$ cat src/include/rtmsq_pkg.sv
// Purpose: shared constants and types for the touch sequencer and its spi host
// Assumes: 50 MHz hclk, 8 MHz nominal sequencer time base
// Notes: register indices and field positions are fixed here
package rtmsq_pkg;
  localparam int unsigned CLK_HZ = 50000000;
  localparam int unsigned SEQ_HZ = 8000000;
  // one internal sequencer tick in hclk cycles, rounded down, at least one
  localparam int unsigned TICK_CYC_RAW = CLK_HZ / SEQ_HZ;
  localparam logic [3:0] TICK_CYC = (TICK_CYC_RAW < 1) ? 4'h1 : TICK_CYC_RAW[3:0];
  // number of hclk cycles one simulated conversion takes
  localparam logic [7:0] CONV_CYC = 8'h10;
  // sclk half period in hclk cycles; covers both miso synchronisers within one half
  localparam logic [7:0] SCLK_HALF = 8'h0c;

  // device register indices (16-bit registers)
  localparam logic [5:0] REG_CTRL = 6'h00;
  localparam logic [5:0] REG_DELAY = 6'h01;
  localparam logic [5:0] REG_STAT = 6'h02;
  localparam logic [5:0] REG_X = 6'h03;
  localparam logic [5:0] REG_Y = 6'h04;
  localparam logic [5:0] REG_Z1 = 6'h05;
  localparam logic [5:0] REG_Z2 = 6'h06;
  localparam logic [5:0] REG_CMD = 6'h07;
  // command word: bit15 read, bits 5:0 register index
  localparam int CMD_RD_BIT = 15;
  // ctrl fields
  localparam int CTRL_MODE_LSB = 0;
  localparam int CTRL_RES_LSB = 2;
  // cmd register values, then ctrl and delay reset values
  localparam logic [15:0] CMD_SCAN = 16'h0001;
  localparam logic [15:0] CMD_DRV_X = 16'h0002;
  localparam logic [15:0] CMD_DRV_Y = 16'h0003;
  localparam logic [15:0] CMD_CONV = 16'h0004;
  localparam logic [15:0] CTRL_RST = 16'h0000;
  localparam logic [15:0] DELAY_RST = 16'h0010;

  typedef enum logic [1:0] {
    RTMSQ_MODE_TOUCH = 2'h0,
    RTMSQ_MODE_PEN_HOST = 2'h1,
    RTMSQ_MODE_HOST = 2'h2
  } rtmsq_mode_t;

  // drive selection onto the panel
  typedef enum logic [1:0] {
    RTMSQ_DRV_OFF = 2'h0,
    RTMSQ_DRV_Y = 2'h1,
    RTMSQ_DRV_X = 2'h2,
    RTMSQ_DRV_Z = 2'h3
  } rtmsq_drv_t;

  // host register offsets on ahb
  localparam logic [7:0] H_CMD = 8'h00;
  localparam logic [7:0] H_WDATA = 8'h04;
  localparam logic [7:0] H_RDATA = 8'h08;
  localparam logic [7:0] H_STAT = 8'h0c;
  localparam logic [7:0] H_IRQ_STAT = 8'h10;
  localparam logic [7:0] H_IRQ_EN = 8'h14;
  localparam logic [7:0] H_IRQ_CLR = 8'h18;
endpackage

$ cat src/include/rtmsq_if.sv
// Purpose: spi link between host and touch sequencer
// Assumes: host is master and makes sclk
// Notes: miso enable only feeds the bench checker, miso has a single driver
`timescale 1ns/100ps
interface rtmsq_if;
  logic sclk;
  logic ss_n;
  logic mosi;
  logic miso;
  logic miso_oe;
  logic pen_touch_data_ready_out;
  modport host (output sclk, output ss_n, output mosi, input miso, input miso_oe, input pen_touch_data_ready_out);
  modport dev (input sclk, input ss_n, input mosi, output miso, output miso_oe, output pen_touch_data_ready_out);
endinterface

$ cat src/rtl/rtmsq_dev.sv
// Purpose: touch panel sequencer with spi slave register port
// Assumes: spi mode 0, 32-bit frame: 16-bit command then 16-bit data
// Notes: conversion is modelled by sampling adc_value after a fixed time
// Summary of operation
// RULE1: host holds select low through transfer
// RULE2: host makes sclk and shifts data
// RULE3: 16-bit registers chosen by command word
// RULE4: y: drive y axis, sample x plus
// RULE5: then drive x axis, convert x
// RULE6: convert z1 and z2 with x
// RULE7: stabilization delay before each conversion
// RULE8: drivers-only command without conversion
// RULE9: host waits settling after drivers-only
// RULE10: three control modes touch, pen-host, host
// RULE11: host should pick 8-bit for pressure; the device does not decode the resolution field and keeps 12-bit results
// RULE12: delays counted in 8 MHz ticks
// RULE13: delay counter expiry starts conversion
`timescale 1ns/100ps
module rtmsq_dev (
  input wire logic hclk,
  input wire logic hresetn,
  rtmsq_if.dev link,
  input wire logic touch_n,
  input wire logic [11:0] adc_value,
  output logic [1:0] drive_sel,
  output logic conv_busy
);
  logic [2:0] sclk_s_q, ss_s_q, mosi_s_q, touch_s_q;
  always_ff @(posedge hclk or negedge hresetn) begin
    if (!hresetn) begin
      sclk_s_q <= 3'h0;
      ss_s_q <= 3'h7;
      mosi_s_q <= 3'h0;
      touch_s_q <= 3'h7;
    end else begin
      sclk_s_q <= {sclk_s_q[1:0], link.sclk};
      ss_s_q <= {ss_s_q[1:0], link.ss_n};
      mosi_s_q <= {mosi_s_q[1:0], link.mosi};
      touch_s_q <= {touch_s_q[1:0], touch_n};
    end
  end
  logic sclk_f_q, ss_f_q, mosi_f_q, touch_f_q;
  always_ff @(posedge hclk or negedge hresetn) begin
    if (!hresetn) begin
      sclk_f_q <= 1'b0;
      ss_f_q <= 1'b1;
      mosi_f_q <= 1'b0;
      touch_f_q <= 1'b1;
    end else begin
      if (sclk_s_q[1] == sclk_s_q[2]) sclk_f_q <= sclk_s_q[2];
      if (ss_s_q[1] == ss_s_q[2]) ss_f_q <= ss_s_q[2];
      if (mosi_s_q[1] == mosi_s_q[2]) mosi_f_q <= mosi_s_q[2];
      if (touch_s_q[1] == touch_s_q[2]) touch_f_q <= touch_s_q[2];
    end
  end
  logic sclk_d1_q;
  always_ff @(posedge hclk or negedge hresetn) begin
    if (!hresetn) sclk_d1_q <= 1'b0;
    else sclk_d1_q <= sclk_f_q;
  end
  wire sel = !ss_f_q; // [RULE1]
  wire rise = sel && sclk_f_q && !sclk_d1_q; // [RULE2]
  wire fall = sel && !sclk_f_q && sclk_d1_q;

  // spi shifter
  logic [4:0] bit_q;
  logic [15:0] cmd_q, sh_q, tx_q;
  logic wr_pulse_q;
  logic [15:0] ctrl_q, delay_q, x_q, y_q, z1_q, z2_q, cmd_reg_q;
  logic [15:0] stat_w;
  logic [15:0] rd_w;
  wire [5:0] idx_w = cmd_q[5:0];
  assign rd_w = (idx_w == rtmsq_pkg::REG_CTRL) ? ctrl_q :
                (idx_w == rtmsq_pkg::REG_DELAY) ? delay_q :
                (idx_w == rtmsq_pkg::REG_STAT) ? stat_w :
                (idx_w == rtmsq_pkg::REG_X) ? x_q :
                (idx_w == rtmsq_pkg::REG_Y) ? y_q :
                (idx_w == rtmsq_pkg::REG_Z1) ? z1_q :
                (idx_w == rtmsq_pkg::REG_Z2) ? z2_q :
                (idx_w == rtmsq_pkg::REG_CMD) ? cmd_reg_q : 16'h0000;
  always_ff @(posedge hclk or negedge hresetn) begin
    if (!hresetn) begin
      bit_q <= 5'h00;
      cmd_q <= 16'h0000;
      sh_q <= 16'h0000;
      tx_q <= 16'h0000;
      wr_pulse_q <= 1'b0;
    end else begin
      wr_pulse_q <= 1'b0;
      if (!sel) begin
        bit_q <= 5'h00;
      end else if (rise) begin
        sh_q <= {sh_q[14:0], mosi_f_q};
        bit_q <= bit_q + 5'h01;
        if (bit_q == 5'h0f) begin
          cmd_q <= {sh_q[14:0], mosi_f_q}; // [RULE3]
        end
        if (bit_q == 5'h1f) begin
          wr_pulse_q <= !cmd_q[rtmsq_pkg::CMD_RD_BIT];
        end
      end else if (fall && bit_q == 5'h10) begin
        tx_q <= rd_w;
      end else if (fall && bit_q > 5'h10) begin
        tx_q <= {tx_q[14:0], 1'b0};
      end
    end
  end

  // sequencer
  typedef enum logic [5:0] {
    S_IDLE = 6'b000001, S_SETTLE = 6'b000010, S_CONV = 6'b000100,
    S_NEXT = 6'b001000, S_HOLD = 6'b010000, S_DONE = 6'b100000
  } rtmsq_st_t;
  rtmsq_st_t st_q;
  rtmsq_pkg::rtmsq_drv_t drv_q;
  logic [1:0] step_q;
  logic scan_q;
  logic [3:0] tick_q;
  logic [15:0] wait_q;
  logic [7:0] conv_q;
  logic ready_q;
  wire [1:0] mode_w = ctrl_q[rtmsq_pkg::CTRL_MODE_LSB +: 2];
  wire wr_cmd = wr_pulse_q && idx_w == rtmsq_pkg::REG_CMD;
  wire touch_go = mode_w == rtmsq_pkg::RTMSQ_MODE_TOUCH && !touch_f_q; // [RULE10]
  wire tick = tick_q == rtmsq_pkg::TICK_CYC - 4'h1; // [RULE12]
  assign stat_w = {11'h000, ready_q, st_q == S_IDLE, mode_w, 1'b0};
  // tick phase restarts with each settle so the delay is whole ticks
  always_ff @(posedge hclk or negedge hresetn) begin
    if (!hresetn) tick_q <= 4'h0;
    else tick_q <= (tick || st_q != S_SETTLE) ? 4'h0 : tick_q + 4'h1;
  end
  always_ff @(posedge hclk or negedge hresetn) begin
    if (!hresetn) begin
      ctrl_q <= rtmsq_pkg::CTRL_RST;
      delay_q <= rtmsq_pkg::DELAY_RST;
      cmd_reg_q <= 16'h0000;
    end else if (wr_pulse_q) begin
      if (idx_w == rtmsq_pkg::REG_CTRL) ctrl_q <= sh_q;
      if (idx_w == rtmsq_pkg::REG_DELAY) delay_q <= sh_q;
      if (idx_w == rtmsq_pkg::REG_CMD) cmd_reg_q <= sh_q;
    end
  end
  always_ff @(posedge hclk or negedge hresetn) begin
    if (!hresetn) begin
      st_q <= S_IDLE;
      drv_q <= rtmsq_pkg::RTMSQ_DRV_OFF;
      step_q <= 2'h0;
      scan_q <= 1'b0;
      wait_q <= 16'h0000;
      conv_q <= 8'h00;
      ready_q <= 1'b0;
      x_q <= 16'h0000;
      y_q <= 16'h0000;
      z1_q <= 16'h0000;
      z2_q <= 16'h0000;
    end else begin
      unique case (st_q)
        S_IDLE: begin
          if ((wr_cmd && sh_q == rtmsq_pkg::CMD_SCAN) || (touch_go && !ready_q)) begin
            ready_q <= 1'b0;
            scan_q <= 1'b1;
            step_q <= 2'h0;
            drv_q <= rtmsq_pkg::RTMSQ_DRV_Y; // [RULE4]
            wait_q <= delay_q;
            st_q <= S_SETTLE;
          end else if (wr_cmd && (sh_q == rtmsq_pkg::CMD_DRV_X || sh_q == rtmsq_pkg::CMD_DRV_Y)) begin
            drv_q <= (sh_q == rtmsq_pkg::CMD_DRV_X) ? rtmsq_pkg::RTMSQ_DRV_X : rtmsq_pkg::RTMSQ_DRV_Y;
            st_q <= S_HOLD; // [RULE8]
          end
        end
        S_HOLD: begin
          if (wr_cmd && sh_q == rtmsq_pkg::CMD_CONV) begin
            scan_q <= 1'b0;
            step_q <= (drv_q == rtmsq_pkg::RTMSQ_DRV_Y) ? 2'h0 : 2'h1;
            conv_q <= rtmsq_pkg::CONV_CYC;
            st_q <= S_CONV; // [RULE9]
          end
        end
        S_SETTLE: begin
          if (tick) wait_q <= wait_q - 16'h0001;
          if (wait_q == 16'h0000) begin
            conv_q <= rtmsq_pkg::CONV_CYC;
            st_q <= S_CONV; // [RULE7] [RULE13]
          end
        end
        S_CONV: begin
          conv_q <= conv_q - 8'h01;
          if (conv_q == 8'h01) begin
            unique case (step_q)
              2'h0: y_q <= {4'h0, adc_value};
              2'h1: x_q <= {4'h0, adc_value};
              2'h2: z1_q <= {4'h0, adc_value};
              2'h3: z2_q <= {4'h0, adc_value};
            endcase
            st_q <= S_NEXT;
          end
        end
        S_NEXT: begin
          if (scan_q && step_q != 2'h3) begin
            step_q <= step_q + 2'h1;
            drv_q <= (step_q == 2'h0) ? rtmsq_pkg::RTMSQ_DRV_X : rtmsq_pkg::RTMSQ_DRV_Z; // [RULE5] [RULE6]
            wait_q <= delay_q;
            st_q <= S_SETTLE;
          end else begin
            drv_q <= rtmsq_pkg::RTMSQ_DRV_OFF;
            st_q <= S_DONE;
          end
        end
        S_DONE: begin
          ready_q <= 1'b1;
          st_q <= S_IDLE;
        end
        default: st_q <= S_IDLE;
      endcase
      // completion wins over a clear in the same cycle
      if (wr_pulse_q && idx_w == rtmsq_pkg::REG_STAT && st_q != S_DONE) ready_q <= 1'b0;
    end
  end
  logic miso_q, oe_q, pen_q, busy_q;
  logic [1:0] drv_out_q;
  always_ff @(posedge hclk or negedge hresetn) begin
    if (!hresetn) begin
      miso_q <= 1'b0;
      oe_q <= 1'b0;
      pen_q <= 1'b1;
      busy_q <= 1'b0;
      drv_out_q <= 2'h0;
    end else begin
      miso_q <= (bit_q >= 5'h10) ? tx_q[15] : 1'b0;
      oe_q <= sel;
      pen_q <= !(ready_q || (st_q == S_IDLE && !touch_f_q));
      busy_q <= st_q == S_CONV;
      drv_out_q <= drv_q;
    end
  end
  assign link.miso = miso_q;
  assign link.miso_oe = oe_q;
  assign link.pen_touch_data_ready_out = pen_q;
  assign drive_sel = drv_out_q;
  assign conv_busy = busy_q;
endmodule

$ cat src/flat_wrapper.sv
// flat-port wrapper written by rule: the top's interface ports become plain ports
module rtmsq_dev_flat 
  (hclk, hresetn, touch_n, adc_value, drive_sel, conv_busy, link_sclk, link_ss_n, link_mosi, link_miso, link_miso_oe, link_pen_touch_data_ready_out);
  rtmsq_if link_i ();
  input wire logic hclk;
  input wire logic hresetn;
  input wire logic touch_n;
  input wire logic [11:0] adc_value;
  output logic [1:0] drive_sel;
  output logic conv_busy;
  input wire logic [$bits(link_i.sclk)-1:0] link_sclk;
  input wire logic [$bits(link_i.ss_n)-1:0] link_ss_n;
  input wire logic [$bits(link_i.mosi)-1:0] link_mosi;
  output wire logic [$bits(link_i.miso)-1:0] link_miso;
  output wire logic [$bits(link_i.miso_oe)-1:0] link_miso_oe;
  output wire logic [$bits(link_i.pen_touch_data_ready_out)-1:0] link_pen_touch_data_ready_out;
  assign link_i.sclk = link_sclk;
  assign link_i.ss_n = link_ss_n;
  assign link_i.mosi = link_mosi;
  assign link_miso = link_i.miso;
  assign link_miso_oe = link_i.miso_oe;
  assign link_pen_touch_data_ready_out = link_i.pen_touch_data_ready_out;
  rtmsq_dev u_core (.hclk(hclk), .hresetn(hresetn), .link(link_i), .touch_n(touch_n), .adc_value(adc_value), .drive_sel(drive_sel), .conv_busy(conv_busy));
endmodule
$ cat config.mk
export PLATFORM = sky130hd
export DESIGN_NAME = rtmsq_dev_flat
export DESIGN_NICKNAME = d
export VERILOG_FILES = /design/src/include/rtmsq_pkg.sv /design/src/include/rtmsq_if.sv /design/src/rtl/rtmsq_dev.sv /design/src/flat_wrapper.sv
export SDC_FILE = /design/constraint.sdc
export NUM_CORES = 1
export LEC_CHECK = 0
export ABC_CLOCK_PERIOD_IN_PS = 3900
export BUFFER_PORTS_ARGS = -buffer_cell sky130_fd_sc_hd__buf_2
export CORE_ASPECT_RATIO = 0.6
export CORE_MARGIN = 10
export CORE_UTILIZATION = 45
export DETAILED_ROUTE_END_ITERATION = 7
export HOLD_SLACK_MARGIN = 0.08
export MAX_ROUTING_LAYER = met4
export PLACE_DENSITY_LB_ADDON = 0.25
export SETUP_SLACK_MARGIN = 0.3
export SLEW_MARGIN = 20
export SYNTH_ARGS = -nofsm -noshare
export SYNTH_HDL_FRONTEND = slang
export SYNTH_SLANG_ARGS = --single-unit
$ cat constraint.sdc
create_clock -name hclk -period 3.9 [get_ports hclk]
set_input_delay 0.195 -clock hclk [delete_from_list [all_inputs] [get_ports hclk]]
set_output_delay 0.195 -clock hclk [all_outputs]
set_load 0.02 [all_outputs]
Yosys cells after proc, flatten, opt, wreduce, memory -nomap -nowiden
Index checks and enable logic that the tools add are counted.

operators by class
  multipliers = 0
  div/mod/pow operators = 0
  equal/unequal tests = 41
  reductions and logical operators = 56
  order comparisons = 2
  shifts and indexed selects = 0
  add/subtract/negate cells = 5
  bitwise gates (word level) = 2
  muxes and demuxes = 48

operators with widths
  kind                   number
  $mux 16                13
  $pmux 16 s3            1
  $mux 6                 6
  $eq 16x2->1 const B    2
  $eq 6x3->1 const B     5
  $pmux 6 s5             1
  $pmux 8 s3             1
  $reduce_and 3->1       8
  $eq 6x2->1 const B     3
  $eq 16x1->1 const B    1
  $eq 16x3->1 const B    1
  $logic_and 1x1->1      16
  $logic_not 16->1       1
  $mux 8                 2
  $sub 16x1->16 const B  1
  $mux 2                 7
  $eq 6x1->1 const B     2
  $reduce_and 2->1       6
  $reduce_and 4->1       3
  $reduce_bool 3->1      4
  $eq 5x5->1 const B     2
  $mux 1                 10
  $mux 5                 2
  $ne 2x1->1 const B     5
  other kinds (29)       51

storage, ports and cells
  ROM bits = 0
  bits in writable memories = 0
  latch bits = 0
  input port bits = 18
  output and inout port bits = 6
  word-level logic and storage cells = 188
  register bits = 213
  memories kept = 0

Depth between registers and ports, before layout
  depth in word-level cells = 10
  depth in mapped cells = 9
  gate-level depth less buffers = 7

Worst setup path before layout
Ideal clock, no wire load.

  path kind = reg-to-reg
  start point = register u_core.st_q[3]
  end point = register u_core.step_q[0]
  library setup time = 0.125 ns
  arrival = 2.403 ns
  path buffers = 1
  cell stages (with the launch flop) = 7
  clock period less this slack = 2.529 ns
  slack = 1.371 ns
  data required time = 3.775 ns
  path through = dfrtp_1 buf_6 or4_4 or3b_4 or4b_4 a221o_2 mux2i_1

between the ends
  cells in the longest elaborated chain, start to end = 3
  elaborated cells on any way between the ends = 9
  those cells by class = eq/ne (6); mux (1); reduce/logical (2)

RTL lines
  item                                                       RTL line          text
  start: declaration                                         rtmsq_dev.sv:114  rtmsq_st_t st_q;
  start signal: assignment                                   rtmsq_dev.sv:145  st_q <= S_IDLE;
  start signal: assignment                                   rtmsq_dev.sv:165  st_q <= S_SETTLE;
  start signal: assignment                                   rtmsq_dev.sv:168  st_q <= S_HOLD;
  $eq 6x1->1, or another cell as far along                   rtmsq_dev.sv:157  unique case (st_q)
  $ne 2x2->1 (no source line), or another cell as far along  --
  $reduce_and 4->1 (no source line)                          --
  end signal: assignment                                     rtmsq_dev.sv:174  step_q <= (drv_q == rtmsq_pkg::RTMSQ_DRV_Y) ? 2'h0 : 2'h1;
  end signal: assignment                                     rtmsq_dev.sv:200  step_q <= step_q + 2'h1;
  end: declaration                                           rtmsq_dev.sv:116  logic [1:0] step_q;

Parallel ways exist; a longest one is shown, timed or not.
A chain may end at the register's enable or synchronous reset.

Worst setup path in the final report
  start point = register u_core.st_q[1]
  end point = register u_core.z1_q[10]

between the ends
  cells in the longest elaborated chain, start to end = 2

RTL lines
  item                               RTL line          text
  $eq 6x3->1                         rtmsq_dev.sv:157
  $reduce_and 3->1 (no source line)  --
  end signal: assignment             rtmsq_dev.sv:192  2'h2: z1_q <= {4'h0, adc_value};
  end: declaration                   rtmsq_dev.sv:69   logic [15:0] ctrl_q, delay_q, x_q, y_q, z1_q, z2_q, cmd_reg_q;

No other way between the ends.

==> metrics.txt <==
Post-route DRC=0; Worst Tran Pin Value=0.952 ns; Core Area=20900 um2; 1st-pass router iterations=5; post-route ant nets=0; die area=27500 um2; number of cells produced by synthesis=821; kind of critical path=flop to flop; post-CTS setup buffer count=0; first-pass GRT wire length=37.7 mm; Root Buffer=clkbuf_16; final hold slack=0.348 ns; Cell Pwr Density=453 nW/um2; status=finished clean; Synth async-reset ratio=between 90% and 100%; Layout Nets=between 800 and 900; RSZ-0062 raised after global routing=no; vias in the first global route=6435; Tcrit/Tclk final=72.7%; Final Skew=about 0.015 ns; diodes inserted=0; # IOs=24; synth warn=0; Pleak=4.75 nW; Initial Util=between 40% and 50%; CP Data Required Time=around 4.3 ns; highest metal layer with signal wires=met4; layout cells sized above 1=roughly 25%; Post-synth EDFFs=0; cell row count=41; Clock Power Share=between 40% and 50%; final instance area=about 11000 um2; Synth Cell Area=9480 um2; Sw Ratio=about a quarter; initial antenna violation count=0; Routed WL=22.8 mm; dominant synthesized flop cell=dfrtp_1; Slew Viols, Final=0; height of the die=132 um; First DRT Iteration DRCs=592; Critical Path Max Stage Delay=between 0.6 and 0.7 ns; Worst Setup SP=u_core.st_q[1]; max cap viols=0; Worst EP arrival=3.20 ns; Buffers on Ports=23; Period minus WS final=2.84 ns; critical path startpoint category=flop; CTS tree=done; Logic pwr share=roughly 8.6%; Setup crit end kind=flop; remaining global-route overflow=0; Critical Path, Cell by Cell=or4_1 -> or3b_2 -> nor2_4 -> nand2_1 -> mux2_2; Sequential Power Share=approximately 50%; net load switching power=0.00119 W; final hold violation count=0; Die X=207 um; Placement Cell Area=slightly below 10000 um2; Detail Placement HPWL=about 16 mm; sequential area share after synthesis=54.0%; total clock sinks=roughly 200; crit-path max FO=12; GRT Total Usage=17.1%; critical path's slowest cell=or3b_2; # fillers=~1800; Slew HR=between 30% and 40%; gpl congestion=about 0.84; routed length on met2=8.80 mm; CTS buffer count=20; largest net degree at the start of global routing=117; vias per cell=5.77; TNS Setup=0 ns; peak supply drop=332 uV; total chip power=about 0.0049 W; Reg-to-Reg Start=u_core.st_q[1]; drt wl/cell=roughly 20 um; #FFs+latches synth=a little over 200; clk buf depth=3; final setup fails=0; met3 WL post-DR=1.29 mm; met1 wire length=roughly 12 mm; H-tree depth=1; FMAX=0.353 GHz; Syn Area/Cell=11.5 um2; Vias=between 6000 and 7000; Pint=0.00369 W; Clk Latency, worst-skew pair=a little under 0.5 ns; Hold Path Origin=u_core.mosi_s_q[0]; Worst-path clk slew=0.07 ns; Unique masters post-synth=67; synth-to-layout area growth=13.7%; HP Class=flop to flop; Syn Nets=853
[cell type report]
cell class	instances	area (um2)	share of cell area, %
Sequential cell	204	5120	47.5
Multi-Input combinational cell	547	4100	38.0
Clock inverter	7	110	1.02
Timing Repair Buffer	58	442	4.10
Clock buffer	29	576	5.34
Inverter	24	90.1	0.836
Tap cell	279	349	3.24
[per-layer routing]
layer	track usage, %	up-vias
li1	-	3063
met1	27.4	3362
met2	21.3	168
met3	3.36	26
met4	3.11	0
met5	-	-
[registers in the layout, indices dropped and copies added (netlist names), 5 cells and up]
signal	count
u_core.ctrl_q	16
u_core.x_q	12
u_core.wait_q	16
u_core.z1_q	12
u_core.z2_q	12
u_core.tx_q	16
u_core.bit_q	5
u_core.cmd_q	7
u_core.y_q	12
u_core.st_q	6
u_core.conv_q	8
u_core.sh_q	16
u_core.cmd_reg_q	16
u_core.delay_q	16
[worst paths after layout]
| kind | endpoint | slack, ns | cells after the start |
|---|---|---|---|
| worst min-delay path | u_core.mosi_s_q[1] | 0.35 | 0 |
| worst max-delay path | u_core.z1_q[10] | 1.06 | 5 |
| max in group asynchronous | u_core.st_q[0] | 2.52 | 3 |
| min in group asynchronous | u_core.y_q[2] | 0.41 | 2 |
| worst max register to register | u_core.z1_q[10] | 1.06 | 5 |
| worst min register to register | u_core.mosi_s_q[1] | 0.35 | 0 |
[cells by family (layout without fill, tap and decap cells)]
family	Yosys count	after routing	synth area share, %
compound gates	176	176	12.5
xor+xnor	5	5	0.462
fa+ha+maj	18	18	2.27
buf+inv	70	118	2.94
flops	204	204	54.0
mux	126	126	16.3
simple gates	222	222	11.5
[synthesized netlist by cell type, types with 5 or more instances]
master     count  share of area, %
mux2_2       107                13
a2bb2oi_1      6              0.55
o21a_1         5              0.40
dfrtp_1      193                51
buf_2          7              0.37
a21o_1         9              0.71
o31ai_1        5              0.40
inv_1         23              0.91
dfstp_2       11               3.0
nor4_1        12              0.79
o211ai_1      12              0.95
o21ai_0       39               2.1
a32oi_1        5              0.46
a31oi_1       14              0.92
nand3_1        6              0.32
ha_1          14               1.8
mux2i_1        7              0.74
clkbuf_1      34               1.3
o221ai_1       6              0.55
nor3_1        14              0.74
a21oi_1       32               1.7
nand2_1       98               3.9
nor2_1        41               1.6
o2bb2ai_1     13               1.2
nor2b_1        5              0.33
nor3b_1        6              0.48
mux4_2        12               2.9
a22oi_1        8              0.63
[metrics by stage]
step / utilization (%) / std cells / setup WS [ns]
after CTS: 51.6 / 1148 / 1.05
after global routing: 51.6 / 1148 / 0.842
after global placement: 47.5 / 1095 / 1.06
after floorplan: - / 821 / 1.37
final: 51.6 / 1148 / 1.06
after detailed placement: 47.5 / 1095 / 1.08
[power by group through the flow]
stage                     Clock, W  Combinational, W  Sequential (W)
final                      0.00203          0.000418         0.00244
after global routing       0.00216          0.000476         0.00247
after CTS                  0.00208          0.000420         0.00244
after detailed placement         0          0.000406         0.00247
after global placement           0          0.000394         0.00247
after floorplan                  0          0.000269         0.00241
[worst max-delay path: cells and delay by family (launching register included)]
family        cells  cell delay, ns
simple gates      4            1.82
flops             1            0.43
mux               1            0.45
[placed cells by master (no fill, tap or decap), drive strengths merged, types with 12 or more instances in the layout]
master and instances:
dlygate4sd3 17, nor2 42, o2bb2ai 13, o21ai 39, a21oi 32, dfrtp 193, inv 23, buf 40
clkbuf 30, nor4 13, mux4 12, mux2 107, nor3 14, o211ai 12, a31oi 14, nand2 98
ha 14
[repair_timing]
item,CTS,global route
hold endpoints to repair,156,0
gates resized for setup,0,0
hold buffers,17,0
(Power assumes the default switching activity.)
